## src/hw/fac_pkg.sv

```systemverilog
/*
 Shared constants for the accelerator host interface: register indexes,
 field positions, strobe codes, trap vectors and cycle timing.
 Assumes a single 20 MHz clock and a host-supplied phase marker.
*/
package fac_pkg;
    // ----------------------------------------
    // register indexes on the operand bus
    // ----------------------------------------
    localparam logic [4:0] MAINT_IDX = 5'h10;
    localparam logic [4:0] STAT_IDX = 5'h11;
    // ----------------------------------------
    // status fields
    // ----------------------------------------
    localparam int ST_ERR_BIT = 31;
    localparam int ST_MZ_BIT = 27;
    localparam int ST_EN_BIT = 15;
    localparam logic [3:0] ST_TYPE_DEFAULT = 4'h5; // arbitrary value
    localparam logic ST_EN_RESET = 1'b0;
    // ----------------------------------------
    // maintenance fields
    // ----------------------------------------
    localparam int MT_WTRAP_BIT = 31;
    localparam int MT_TRAP_HI = 23;
    localparam int MT_TRAP_LO = 16;
    localparam int MT_WBRK_BIT = 15;
    localparam int MT_MATCH_BIT = 14;
    localparam int UADDR_W = 9;
    localparam logic [7:0] MT_TRAP_RESET = 8'h00;
    localparam logic [8:0] MT_BRK_RESET = 9'h000;
    // ----------------------------------------
    // strobe codes, high line first
    // ----------------------------------------
    localparam logic [1:0] CS_NOP = 2'h0;
    localparam logic [1:0] CS_SYNC = 2'h1;
    localparam logic [1:0] CS_TRAP = 2'h2;
    localparam logic [1:0] CS_EXT = 2'h3;
    localparam logic [2:0] EXT_POLY_END = 3'h6;
    localparam logic [2:0] EXT_DIAG = 3'h7;
    localparam logic [8:0] TRAP_POWERUP = 9'h000;
    localparam logic [8:0] TRAP_ABORT = 9'h002;
    // ----------------------------------------
    // timing
    // ----------------------------------------
    localparam int CLK_NS = 50;
    localparam int CYCLE_NS = 200;
    localparam int CYCLE_CLKS = CYCLE_NS / CLK_NS;
endpackage : fac_pkg

```

## src/hw/fac_mirror_if.sv

```systemverilog
/*
 Carrier between the top and the scratchpad mirror.
 Assumes one clock domain; write and read share no cycle phase.
*/
`timescale 1ns/1ps
interface fac_mirror_if;
    logic wr_en;
    logic [3:0] wr_addr;
    logic [31:0] wr_data;
    logic [3:0] rd_addr_a;
    logic [3:0] rd_addr_b;
    logic [31:0] rd_data_a;
    logic [31:0] rd_data_b;
    modport owner (output wr_en, wr_addr, wr_data, rd_addr_a, rd_addr_b,
                   input rd_data_a, rd_data_b);
    modport store (input wr_en, wr_addr, wr_data, rd_addr_a, rd_addr_b,
                   output rd_data_a, rd_data_b);
endinterface : fac_mirror_if

```

## src/hw/fac_host_port.sv

```systemverilog
/*
 Host-facing interface of the float accelerator: strobe decode, operand
 and result handshakes, scratchpad mirrors, literal hold, status and
 maintenance registers, microbreak matching.
 Assumes the host drives all inputs synchronously to i_clk and marks T0.
*/
// Contract
// RL1: accelerator-enable clear forces every output off.
// RL2: error bit 31 set on any exception condition.
// RL3: reserved operand or overflow sets minus-zero bit and error bit.
// RL4: low four status bits return a fixed type code.
// RL5: strobe lines 71/70 decode nop, trap and host sync.
// RL6: both high decodes 57..55: 110 poly end, 111 diagnostic trap.
// RL7: host trap jumps to microaddress 0..7 from lines 57..55.
// RL8: vector 0 is power-up trap, vector 2 is abort trap.
// RL9: diagnostic trap branches to maintenance bits 23..16.
// RL10: both units run on 200 ns cycle with aligned start.
// RL11: opcode lines feed next microaddress generation.
// RL12: two mirror copies of sixteen host scratchpad registers.
// RL13: host writes mirrors in second half, device reads in first.
// RL14: device never writes its mirrors; results return on bus.
// RL15: operands taken off 32-bit operand bus; doubles take two.
// RL16: single and upper double literals latch into literal hold.
// RL17: result ready raises result sync; host takes it, gives sync.
// RL18: double second half held with result sync until host sync.
// RL19: condition codes N, V, Z from result; carry always clear.
// RL20: trap field writes need bit 31, microbreak writes need bit 15.
// RL21: bit 14 pulses when microaddress equals microbreak.
// RL22: current microaddress readable in maintenance bits 8..0.
// RL23: error output follows the accelerator-error status bit.
`timescale 1ns/1ps
module fac_host_port #(
    parameter logic [3:0] TYPE_CODE = fac_pkg::ST_TYPE_DEFAULT
) (
    // clock and reset
    input wire logic i_clk,
    input wire logic i_resetn,
    input wire logic i_t0,
    // control strobe lines
    input wire logic [1:0] i_cs_hi,
    input wire logic [2:0] i_cs_lo,
    // opcode lines
    input wire logic [7:0] i_opcode_lines,
    // operand bus and register access
    input wire logic [31:0] i_operand_bus,
    input wire logic i_operand_literal,
    input wire logic i_reg_wr,
    input wire logic [4:0] i_reg_idx,
    output logic [31:0] o_reg_rdata,
    // scratchpad mirror writes from the addressing board
    input wire logic i_mirror_wr,
    input wire logic [3:0] i_mirror_addr,
    input wire logic [3:0] i_mirror_rd_addr,
    input wire logic [31:0] i_result_return_bus,
    // engine side
    input wire logic [8:0] i_engine_uaddr,
    input wire logic i_result_ready,
    input wire logic i_result_double,
    input wire logic [31:0] i_result_hi,
    input wire logic [31:0] i_result_lo,
    input wire logic i_exc_reserved,
    input wire logic i_exc_overflow,
    input wire logic i_exc_other,
    input wire logic i_drv_enable,
    // results to the host
    output logic [31:0] o_result_data,
    output logic o_result_oe,
    output logic o_result_sync,
    output logic [3:0] o_cond_codes,
    output logic o_accel_error_out,
    // to the engine
    output logic o_redirect,
    output logic [8:0] o_redirect_addr,
    output logic [7:0] o_opcode,
    output logic o_poly_end,
    output logic o_operand_valid,
    output logic [31:0] o_operand,
    output logic [31:0] o_literal,
    output logic [31:0] o_mirror_a,
    output logic [31:0] o_mirror_b,
    output logic o_match_pulse
);
    // ----------------------------------------
    // phase and mirrors
    // ----------------------------------------
    logic first_half;
    logic cycle_end;
    fac_mirror_if mif ();
    fac_phase u_phase (
        .i_clk(i_clk),
        .i_resetn(i_resetn),
        .i_t0(i_t0),
        .o_first_half(first_half),
        .o_cycle_end(cycle_end)
    );
    fac_mirror #(.DEPTH(16)) u_mirror (
        .i_clk(i_clk),
        .i_resetn(i_resetn),
        .m(mif)
    );
    assign mif.wr_en = i_mirror_wr && !first_half; // RL13
    assign mif.wr_addr = i_mirror_addr;
    assign mif.wr_data = i_result_return_bus; // RL12
    assign mif.rd_addr_a = i_mirror_rd_addr;
    assign mif.rd_addr_b = i_mirror_rd_addr;

    // ----------------------------------------
    // strobe decode
    // ----------------------------------------
    logic status_en_reg;
    wire logic en = status_en_reg;
    wire logic host_sync_code = (i_cs_hi == fac_pkg::CS_SYNC); // RL5
    wire logic vectored_trap_request = (i_cs_hi == fac_pkg::CS_TRAP); // RL5
    wire logic cs_ext = (i_cs_hi == fac_pkg::CS_EXT);
    wire logic poly_end_req = cs_ext && i_cs_lo == fac_pkg::EXT_POLY_END;
    wire logic diagnostic_trap_request =
        cs_ext && i_cs_lo == fac_pkg::EXT_DIAG; // RL6

    // ----------------------------------------
    // status and maintenance registers
    // ----------------------------------------
    logic status_err_reg;
    logic status_mz_reg;
    logic [7:0] trap_addr_reg;
    logic [8:0] ubreak_reg;
    logic match_reg;
    wire logic wr_stat = i_reg_wr && i_reg_idx == fac_pkg::STAT_IDX;
    wire logic wr_maint = i_reg_wr && i_reg_idx == fac_pkg::MAINT_IDX;
    wire logic mz_event = i_exc_reserved || i_exc_overflow; // RL3
    wire logic err_event = mz_event || i_exc_other; // RL2
    wire logic match_now = (i_engine_uaddr == ubreak_reg); // RL21
    wire logic [31:0] stat_view = {status_err_reg, 3'h0, status_mz_reg,
        11'h000, status_en_reg, 11'h000, TYPE_CODE}; // RL4
    wire logic [31:0] maint_view = {1'b0, 7'h00, trap_addr_reg, 1'b0,
        match_reg, 5'h00, i_engine_uaddr}; // RL22
    wire logic [31:0] rdata_next =
        (i_reg_idx == fac_pkg::STAT_IDX) ? stat_view :
        (i_reg_idx == fac_pkg::MAINT_IDX) ? maint_view : 32'h0000_0000;

    always_ff @(posedge i_clk or negedge i_resetn) begin
        if (!i_resetn) begin
            status_en_reg <= fac_pkg::ST_EN_RESET;
            status_err_reg <= 1'b0;
            status_mz_reg <= 1'b0;
        end else begin
            if (wr_stat) status_en_reg <= i_operand_bus[fac_pkg::ST_EN_BIT];
            // error bits clear on a status write, but a new event wins
            if (err_event) status_err_reg <= 1'b1; // RL2
            else if (wr_stat) status_err_reg <= 1'b0;
            if (mz_event) status_mz_reg <= 1'b1; // RL3
            else if (wr_stat) status_mz_reg <= 1'b0;
        end
    end

    always_ff @(posedge i_clk or negedge i_resetn) begin
        if (!i_resetn) begin
            trap_addr_reg <= fac_pkg::MT_TRAP_RESET;
            ubreak_reg <= fac_pkg::MT_BRK_RESET;
            match_reg <= 1'b0;
        end else begin
            if (wr_maint && i_operand_bus[fac_pkg::MT_WTRAP_BIT])
                trap_addr_reg <= i_operand_bus[23:16]; // RL20
            if (wr_maint && i_operand_bus[fac_pkg::MT_WBRK_BIT])
                ubreak_reg <= i_operand_bus[8:0]; // RL20
            match_reg <= match_now; // RL21
        end
    end

    // ----------------------------------------
    // literal hold and operand capture
    // ----------------------------------------
    logic [31:0] literal_hold_reg;
    always_ff @(posedge i_clk or negedge i_resetn) begin
        if (!i_resetn) literal_hold_reg <= 32'h0000_0000;
        else if (host_sync_code && i_operand_literal && en)
            literal_hold_reg <= i_operand_bus; // RL16
    end

    // ----------------------------------------
    // result return handshake
    // ----------------------------------------
    typedef enum logic [1:0] {
        RS_IDLE = 2'b00,
        RS_HI = 2'b01,
        RS_LO = 2'b10
    } fac_rs_e;
    fac_rs_e rs_reg;
    fac_rs_e rs_next;
    logic [31:0] lo_hold_reg;
    always_comb begin
        rs_next = rs_reg;
        case (rs_reg)
            RS_IDLE: begin
                if (i_result_ready) rs_next = RS_HI; // RL17
            end
            RS_HI: begin
                if (host_sync_code)
                    rs_next = i_result_double ? RS_LO : RS_IDLE; // RL18
            end
            RS_LO: begin
                if (host_sync_code) rs_next = RS_IDLE; // RL18
            end
            default: rs_next = RS_IDLE;
        endcase
    end
    wire logic sending = (rs_next != RS_IDLE);
    wire logic [31:0] word_next = (rs_next == RS_LO) ? lo_hold_reg :
        i_result_hi;
    wire logic [3:0] cc_next = {word_next[31], i_exc_overflow,
        word_next == 32'h0000_0000, 1'b0}; // RL19

    // ----------------------------------------
    // redirects to the sequencer
    // ----------------------------------------
    wire logic [8:0] trap_vec = {6'h00, i_cs_lo}; // RL7 RL8
    wire logic [8:0] diag_vec = {1'b0, trap_addr_reg}; // RL9
    wire logic redirect_next = en &&
        (vectored_trap_request || diagnostic_trap_request);

    always_ff @(posedge i_clk or negedge i_resetn) begin
        if (!i_resetn) begin
            rs_reg <= RS_IDLE;
            lo_hold_reg <= 32'h0000_0000;
            o_result_data <= 32'h0000_0000;
            o_result_oe <= 1'b0;
            o_result_sync <= 1'b0;
            o_cond_codes <= 4'h0;
            o_accel_error_out <= 1'b0;
            o_redirect <= 1'b0;
            o_redirect_addr <= 9'h000;
            o_opcode <= 8'h00;
            o_poly_end <= 1'b0;
            o_operand_valid <= 1'b0;
            o_operand <= 32'h0000_0000;
            o_literal <= 32'h0000_0000;
            o_mirror_a <= 32'h0000_0000;
            o_mirror_b <= 32'h0000_0000;
            o_match_pulse <= 1'b0;
            o_reg_rdata <= 32'h0000_0000;
        end else begin
            rs_reg <= rs_next;
            if (rs_reg == RS_IDLE && i_result_ready)
                lo_hold_reg <= i_result_lo;
            o_result_sync <= en && sending; // RL1 RL17
            o_result_data <= en ? word_next : 32'h0000_0000; // RL1
            o_result_oe <= en && sending && i_drv_enable; // RL17
            o_cond_codes <= (en && sending) ? cc_next : 4'h0; // RL19
            o_accel_error_out <= en && status_err_reg; // RL23 RL1
            o_redirect <= redirect_next; // RL7 RL9
            o_redirect_addr <= !en ? 9'h000 :
                diagnostic_trap_request ? diag_vec : trap_vec; // RL1
            o_opcode <= en ? i_opcode_lines : 8'h00; // RL11
            o_poly_end <= en && poly_end_req; // RL6
            o_operand_valid <= en && host_sync_code &&
                rs_reg == RS_IDLE; // RL15
            if (!en) o_operand <= 32'h0000_0000; // RL1
            else if (host_sync_code) o_operand <= i_operand_bus; // RL15
            o_literal <= en ? literal_hold_reg : 32'h0000_0000; // RL16
            if (!en) begin
                o_mirror_a <= 32'h0000_0000; // RL1
                o_mirror_b <= 32'h0000_0000;
            end else if (first_half) begin
                o_mirror_a <= mif.rd_data_a; // RL13 RL14
                o_mirror_b <= mif.rd_data_b;
            end
            o_match_pulse <= en && match_now; // RL21
            o_reg_rdata <= en ? rdata_next : 32'h0000_0000; // RL1
        end
    end
endmodule : fac_host_port

```

## src/hw/fac_mirror.sv

```systemverilog
/*
 Two copies of the host scratchpad registers, written only by the host.
 Assumes the top gates writes to the second half of the cycle.
*/
`timescale 1ns/1ps
module fac_mirror #(
    parameter int DEPTH = 16
) (
    input wire logic i_clk,
    input wire logic i_resetn,
    fac_mirror_if.store m
);
    initial begin
        if (DEPTH != 16) $error("fac_mirror: depth must be 16");
    end
    logic [31:0] copy_a_reg [DEPTH];
    logic [31:0] copy_b_reg [DEPTH];
    always_ff @(posedge i_clk or negedge i_resetn) begin
        if (!i_resetn) begin
            for (int i = 0; i < DEPTH; i++) begin
                copy_a_reg[i] <= 32'h0000_0000;
                copy_b_reg[i] <= 32'h0000_0000;
            end
        end else if (m.wr_en) begin
            copy_a_reg[m.wr_addr] <= m.wr_data; // RL12
            copy_b_reg[m.wr_addr] <= m.wr_data; // RL12
        end
    end
    assign m.rd_data_a = copy_a_reg[m.rd_addr_a];
    assign m.rd_data_b = copy_b_reg[m.rd_addr_b];
endmodule : fac_mirror

```

## src/hw/fac_phase.sv

```systemverilog
/*
 Cycle phase counter: four clocks per 200 ns cycle, aligned to host T0.
 Assumes i_t0 pulses in the first clock of each host cycle.
*/
`timescale 1ns/1ps
module fac_phase (
    input wire logic i_clk,
    input wire logic i_resetn,
    input wire logic i_t0,
    output logic o_first_half,
    output logic o_cycle_end
);
    logic [1:0] ph_reg;
    logic [1:0] ph_next;
    assign ph_next = i_t0 ? 2'h1 : 2'(ph_reg + 2'h1);
    always_ff @(posedge i_clk or negedge i_resetn) begin
        if (!i_resetn) ph_reg <= 2'h0;
        else ph_reg <= ph_next; // RL10
    end
    assign o_first_half = (i_t0 || ph_reg == 2'h0 || ph_reg == 2'h1);
    assign o_cycle_end = (ph_reg == 2'(fac_pkg::CYCLE_CLKS - 1));
endmodule : fac_phase

```

## config.mk

```make
export PLATFORM = sky130hd
export DESIGN_NAME = fac_host_port
export DESIGN_NICKNAME = d
export VERILOG_FILES = /design/src/hw/fac_pkg.sv /design/src/hw/fac_mirror_if.sv /design/src/hw/fac_host_port.sv /design/src/hw/fac_mirror.sv /design/src/hw/fac_phase.sv
export SDC_FILE = /design/constraint.sdc
export NUM_CORES = 1
export LEC_CHECK = 0
export ABC_CLOCK_PERIOD_IN_PS = 7000
export BUFFER_PORTS_ARGS = -buffer_cell sky130_fd_sc_hd__buf_2
export CAP_MARGIN = 20
export CORE_MARGIN = 4
export CORE_UTILIZATION = 53
export CTS_CLUSTER_SIZE = 20
export DETAILED_ROUTE_END_ITERATION = 8
export GPL_TIMING_DRIVEN = 0
export PLACE_DENSITY = 0.74
export SYNTH_ARGS = -nofsm -noshare
export SYNTH_HDL_FRONTEND = slang
export SYNTH_SLANG_ARGS = --single-unit
```

## constraint.sdc

```tcl
create_clock -name i_clk -period 7 [get_ports i_clk]
set_clock_uncertainty 0.15 [all_clocks]
set_input_delay 1.05 -clock i_clk [delete_from_list [all_inputs] [get_ports i_clk]]
set_output_delay 1.05 -clock i_clk [all_outputs]
set_load 0.03 [all_outputs]
```

Word level (Yosys, flattened, before mapping)
Cells that the tools add are included.
- $add $sub $neg: 1
- $lt $le $gt $ge: 3
- equal/unequal tests: 14
- mux-type cells: 35
- bitwise gates (word level): 2
- reduce and logical (&&, ||, !) cells: 31
- operator list (operator ; count):
    512-bit bitwise mux ; 2
    32-bit 2-to-1 mux ; 16
    32-bit binary-select mux with 4-bit select ; 2
    32-bit demux with 4-bit select ; 1
    32-bit zero test ; 1
    24-bit 2-to-1 mux ; 1
    8-bit 2-to-1 mux ; 3
    1-bit logical AND ; 19
    5-bit == test, second input constant ; 2
    5-bit greater-or-equal comparator, second input constant ; 2
    2-bit 2-to-1 mux ; 5
    4-bit NOT with 5-bit output ; 2
    9-bit == test ; 1
    2-bit == test, second input constant ; 4
    2-bit by 1-bit == test with 1-bit output, second input constant ; 3
    3-bit == test, second input constant ; 2
    2-bit case mux with 3 select lines ; 1
    2-bit nonzero test ; 3
    1-bit logical OR ; 5
    5-bit by 1-bit < comparator with 1-bit output, second input constant ; 1
    2-bit zero test ; 2
    4-bit 2-to-1 mux ; 1
    1-bit 2-to-1 mux ; 3
    2-bit by 1-bit adder with 2-bit output, second input constant ; 1
    other kinds (3) ; 3
- flip-flop bits (word level): 1332
- bits of input ports: 175
- output and inout bits: 220
- word-level logic and storage cells: 144

Depth between registers and ports, before layout
- depth after elaboration: 7
- mapped depth: 9
- mapped depth without buffers: 6

Hierarchy
From an unflattened synthesis, not the netlist that was laid out.
- cells, all modules: 2560
- area, all modules: 38279.2 um^2
- modules (own cells, without submodules) (module ; times used ; cells each ; area an instance (um^2) ; sequential area each (um^2)):
    fac_mirror ; 1 ; 1675 ; 26456.6 ; 12812.3
    fac_host_port ; 1 ; 875 ; 11706.2 ; 7357.1
    fac_phase ; 1 ; 10 ; 116.4 ; 50.0

Worst setup path before layout
Ideal clock, no wire load.
- kind: input to register
- start: in i_t0
- end: reg u_mirror.copy_a_reg[501] in the netlist's numbering
- setup time: 0.125 ns
- data arrival time: 2.795 ns
- required time: 6.725 ns
- path slack: 3.930 ns
- stages on the path: 6
- buffers on the path: 2
- cells stage by stage: or4b_1 -> buf_2 -> or3_4 -> nor3_4 -> buf_6 -> mux2_2
- longest elaborated chain between the ends: 4
- RTL lines (item ; RTL line ; text):
    start, declared ; fac_host_port.sv:38 ; input wire logic i_t0,
    1-bit logical OR (2 in a row) ; fac_phase.sv:20 ; assign o_first_half = (i_t0 || ph_reg == 2'h0 || ph_reg == 2'h1);
    1-bit zero test ; fac_host_port.sv:101 ; assign mif.wr_en = i_mirror_wr && !first_half;
    1-bit logical AND ; fac_host_port.sv:101 ;
    end signal, assigned by index ; fac_mirror.sv:25 ; copy_a_reg[m.wr_addr] <= m.wr_data;
    end, declared ; fac_mirror.sv:16 ; logic [31:0] copy_a_reg [DEPTH];
No other way between the ends.
A chain may end at the register's enable or synchronous reset.

Final worst setup path
- start: reg u_phase.ph_reg[0]
- end: reg u_mirror.copy_b_reg[55] in the netlist's numbering
- longest elaborated chain between the ends: 5
- elaborated cells on any way between the ends: 6
- classes of those cells: eq/ne: 1; reduce/logical: 5
- RTL lines (item ; RTL line ; text):
    start, declared ; fac_phase.sv:13 ; logic [1:0] ph_reg;
    start signal, assigned ; fac_phase.sv:18 ; else ph_reg <= ph_next;
    2-bit zero test ; fac_phase.sv:20 ;
    1-bit logical OR ; fac_phase.sv:20 ;
    1-bit logical OR * ; fac_phase.sv:20 ;
    1-bit zero test * ; fac_host_port.sv:101 ;
    1-bit logical AND * ; fac_host_port.sv:101 ;
    end signal, assigned by index ; fac_mirror.sv:26 ; copy_b_reg[m.wr_addr] <= m.wr_data;
    end, declared ; fac_mirror.sv:17 ; logic [31:0] copy_b_reg [DEPTH];
Mark *: on every way between the ends. The rest lies on a longest branch, timed or not.

==> reports/qor.yml <==
run_status:
  outcome: "completed"
floorplan:
  io_pins: 395
  rows: 91
  die_h_um: 258
  die_w_um: 258
  start_util_pct: 53.5
  dieArea_sq_um: 66300
  core-area_sq_um: 61700
worst_setup_path:
  crit_path_end_kind: "register"
  required_ns: 7.36
  path_class: "reg -> reg"
  arrival_ns: 3.85
  cp_max_fo: 10
  cp-start-kind: "register"
cts:
  cts_buffer_depth: 3
  holdBufCountCts: 0
  clkLatencyLatePin_ns: 0.63
  ctsRootBufferMaster: "clkbuf_16"
  path_clk_slew_ns: 0.06
  h-tree-depth: 3
  clock_sinks: 776
  cts_buffers: 80
  cts_setup_buffers: 0
  cts_tree: "done"
  cts_resized: 0
sta:
  worstMarginPinSlew_ns: 1.19
  relSlewSlack_pct: 20.2
  rsz0062_at_grt: "false"
  setup_violations: 0
  fmax_mhz: 286
  period_needed_ns: 3.49
  worst_slack_ns: 3.51
  final-hold-violation-count: 0
  fin_crit_sh_pct: 49.9
  fin_setup_tns_ns: 0
  finalMaxSlewViolations: 0
yosys:
  synth-main-ff-cell: "dfrtp_1"
  synth-edff-count: 0
  yosysSeqAreaShare_pct: 58.9
  synth.most_common_cell: "dfrtp_1"
  ys_warn_count: 0
  synth_top_area_share_pct: 58.9
  ys_types: 49
  syn_area_sq_um: 33000
  async_reset_ff_share_pct: 100
  synth_common_cells: "776 x dfrtp_1, 553 x mux2_2, 128 x mux4_2"
  synth_cells: 2175
  avgSynthCellArea_sq_um: 15.2
  synth_seq_cells: 776
  synth_top_area_cell: "dfrtp_1"
  synth.area.top_cells: "dfrtp_1 59%, mux2_2 19%, mux4_2 8.7%"
route:
  route.vias.total: 20588
  routed_wl_mm: 86.2
  via_per_inst: 5.77
  wl_per_cell_um: 24.2
  ant_nets: 0
  drc: 0
  dr.pass1.iters: 5
  drt_iter0_drc: 1702
final_layout:
  stdcell_count: 3567
  final_nets: 2835
  largest_reg_flops: 352
  multiInputGateArea_sq_um: 12500
  final_util_pct: 63.5
  fillers: 4542
  drive_gt1_share_pct: 47.9
  seq_area_sq_um: 19400
  areaGrowthSynthToFinish_pct: 18.8
grt:
  grt_max_degree: 131
  grt_usage_pct: 26.0
  grt_pass1_wl_mm: 133
  overflow: 0
  grt_pass1_vias: 22230
  antenna_found_initial: 12
min_path:
  worstHoldPathType: "in -> async"
placed_design:
  port_buffers: 378
  place.gp.congestion: 0.918
  place_hpwl_mm: 59.5
  post-place-ws_ns: 3.04
  place_inst: 3411
pwr:
  power_leakage_nw: 19.2
  ir_worst_vdd_mv: 0.180
  cellPowerDensity_nw_per_um2: 307
run:
  max-cap-violations: 0
[stage by stage]
| stage | cell area (sq um) | hold WS (ns) | power (mW) |
|---|---|---|---|
| after floorplan | 33000 | 0.278 | 6.71 |
| after detailed placement | 36200 | 0.288 | 7.37 |
| final | 39200 | 0.160 | 12.0 |
| after global placement | 36000 | 0.296 | 7.24 |
| after global routing | 39200 | 0.173 | 12.5 |
| after CTS | 39200 | 0.148 | 12.1 |
[critical path, stage by stage (launching register included)]
cell     delay, ns
dfrtp_1       0.38
inv_1         0.06
ha_1          0.20
or4b_1        0.50
buf_2         0.17
nor4_2        0.96
buf_2         0.55
mux2_2        0.39
[cells in the final DEF (no fill, tap or decap), drive strengths merged, types with 20 or more instances in the layout]
cell type / count
mux4: 128
o211ai: 32
nor2: 40
a21oi: 33
dfrtp: 776
nor4: 20
clkbuf: 197
and2: 67
buf: 504
a22oi: 32
mux2: 594
nand2: 109
mux2i: 65
[final cells by class]
class	count	share of cell area, %
Buffer	206	2.72
Timing Repair Buffer	389	5.44
Multi-Input combinational cell	1199	32.0
Antenna cell	8	0.0511
Tap cell	837	2.67
Sequential cell	776	49.6
Clock buffer	106	5.77
Inverter	6	0.0575
Clock inverter	40	1.75
[report_power, final]
group,total [mW],switching [mW],internal [mW]
Clock,4.73,1.81,2.92
Sequential,5.54,0.374,5.16
Combinational,1.76,0.887,0.873
[per-layer routing]
metal  vias up  share of wire, %  GRT usage, %
met5         -             0.050             0
met4         6               3.5          9.10
met3       189               6.3          5.28
met2       649                50          43.0
met1     10939                41          34.8
li1       8805                 -             -
[path summary, 6_finish.rpt]
| check | start | end | slack [ns] | cells past startpoint |
|---|---|---|---|---|
| max | u_phase.ph_reg[0] | u_mirror.copy_b_reg[55] | 3.51 | 7 |
| min | i_resetn | u_mirror.copy_a_reg[381] | 0.16 | 1 |
| max reg2reg | u_phase.ph_reg[0] | u_mirror.copy_b_reg[55] | 3.51 | 7 |
| min reg2reg | match_reg | o_reg_rdata[14] | 0.30 | 1 |
| max in group asynchronous | i_resetn | o_mirror_a[16] | 4.29 | 5 |
| min in group i_clk | match_reg | o_reg_rdata[14] | 0.30 | 1 |
[cell families (layout without fill, tap and decap cells)]
kind of cell / Yosys count / in the layout / share of synthesized area (%)
other cells: 1 / 21 / 0.0114
compound gates: 107 / 107 / 2.22
buf+inv: 212 / 747 / 3.30
xor+xnor: 9 / 9 / 0.239
mux: 787 / 787 / 31.0
flops: 776 / 776 / 58.9
simple gates: 281 / 281 / 4.33
fa+ha+maj: 2 / 2 / 0.0758
Power figures use the tool's default switching activity.
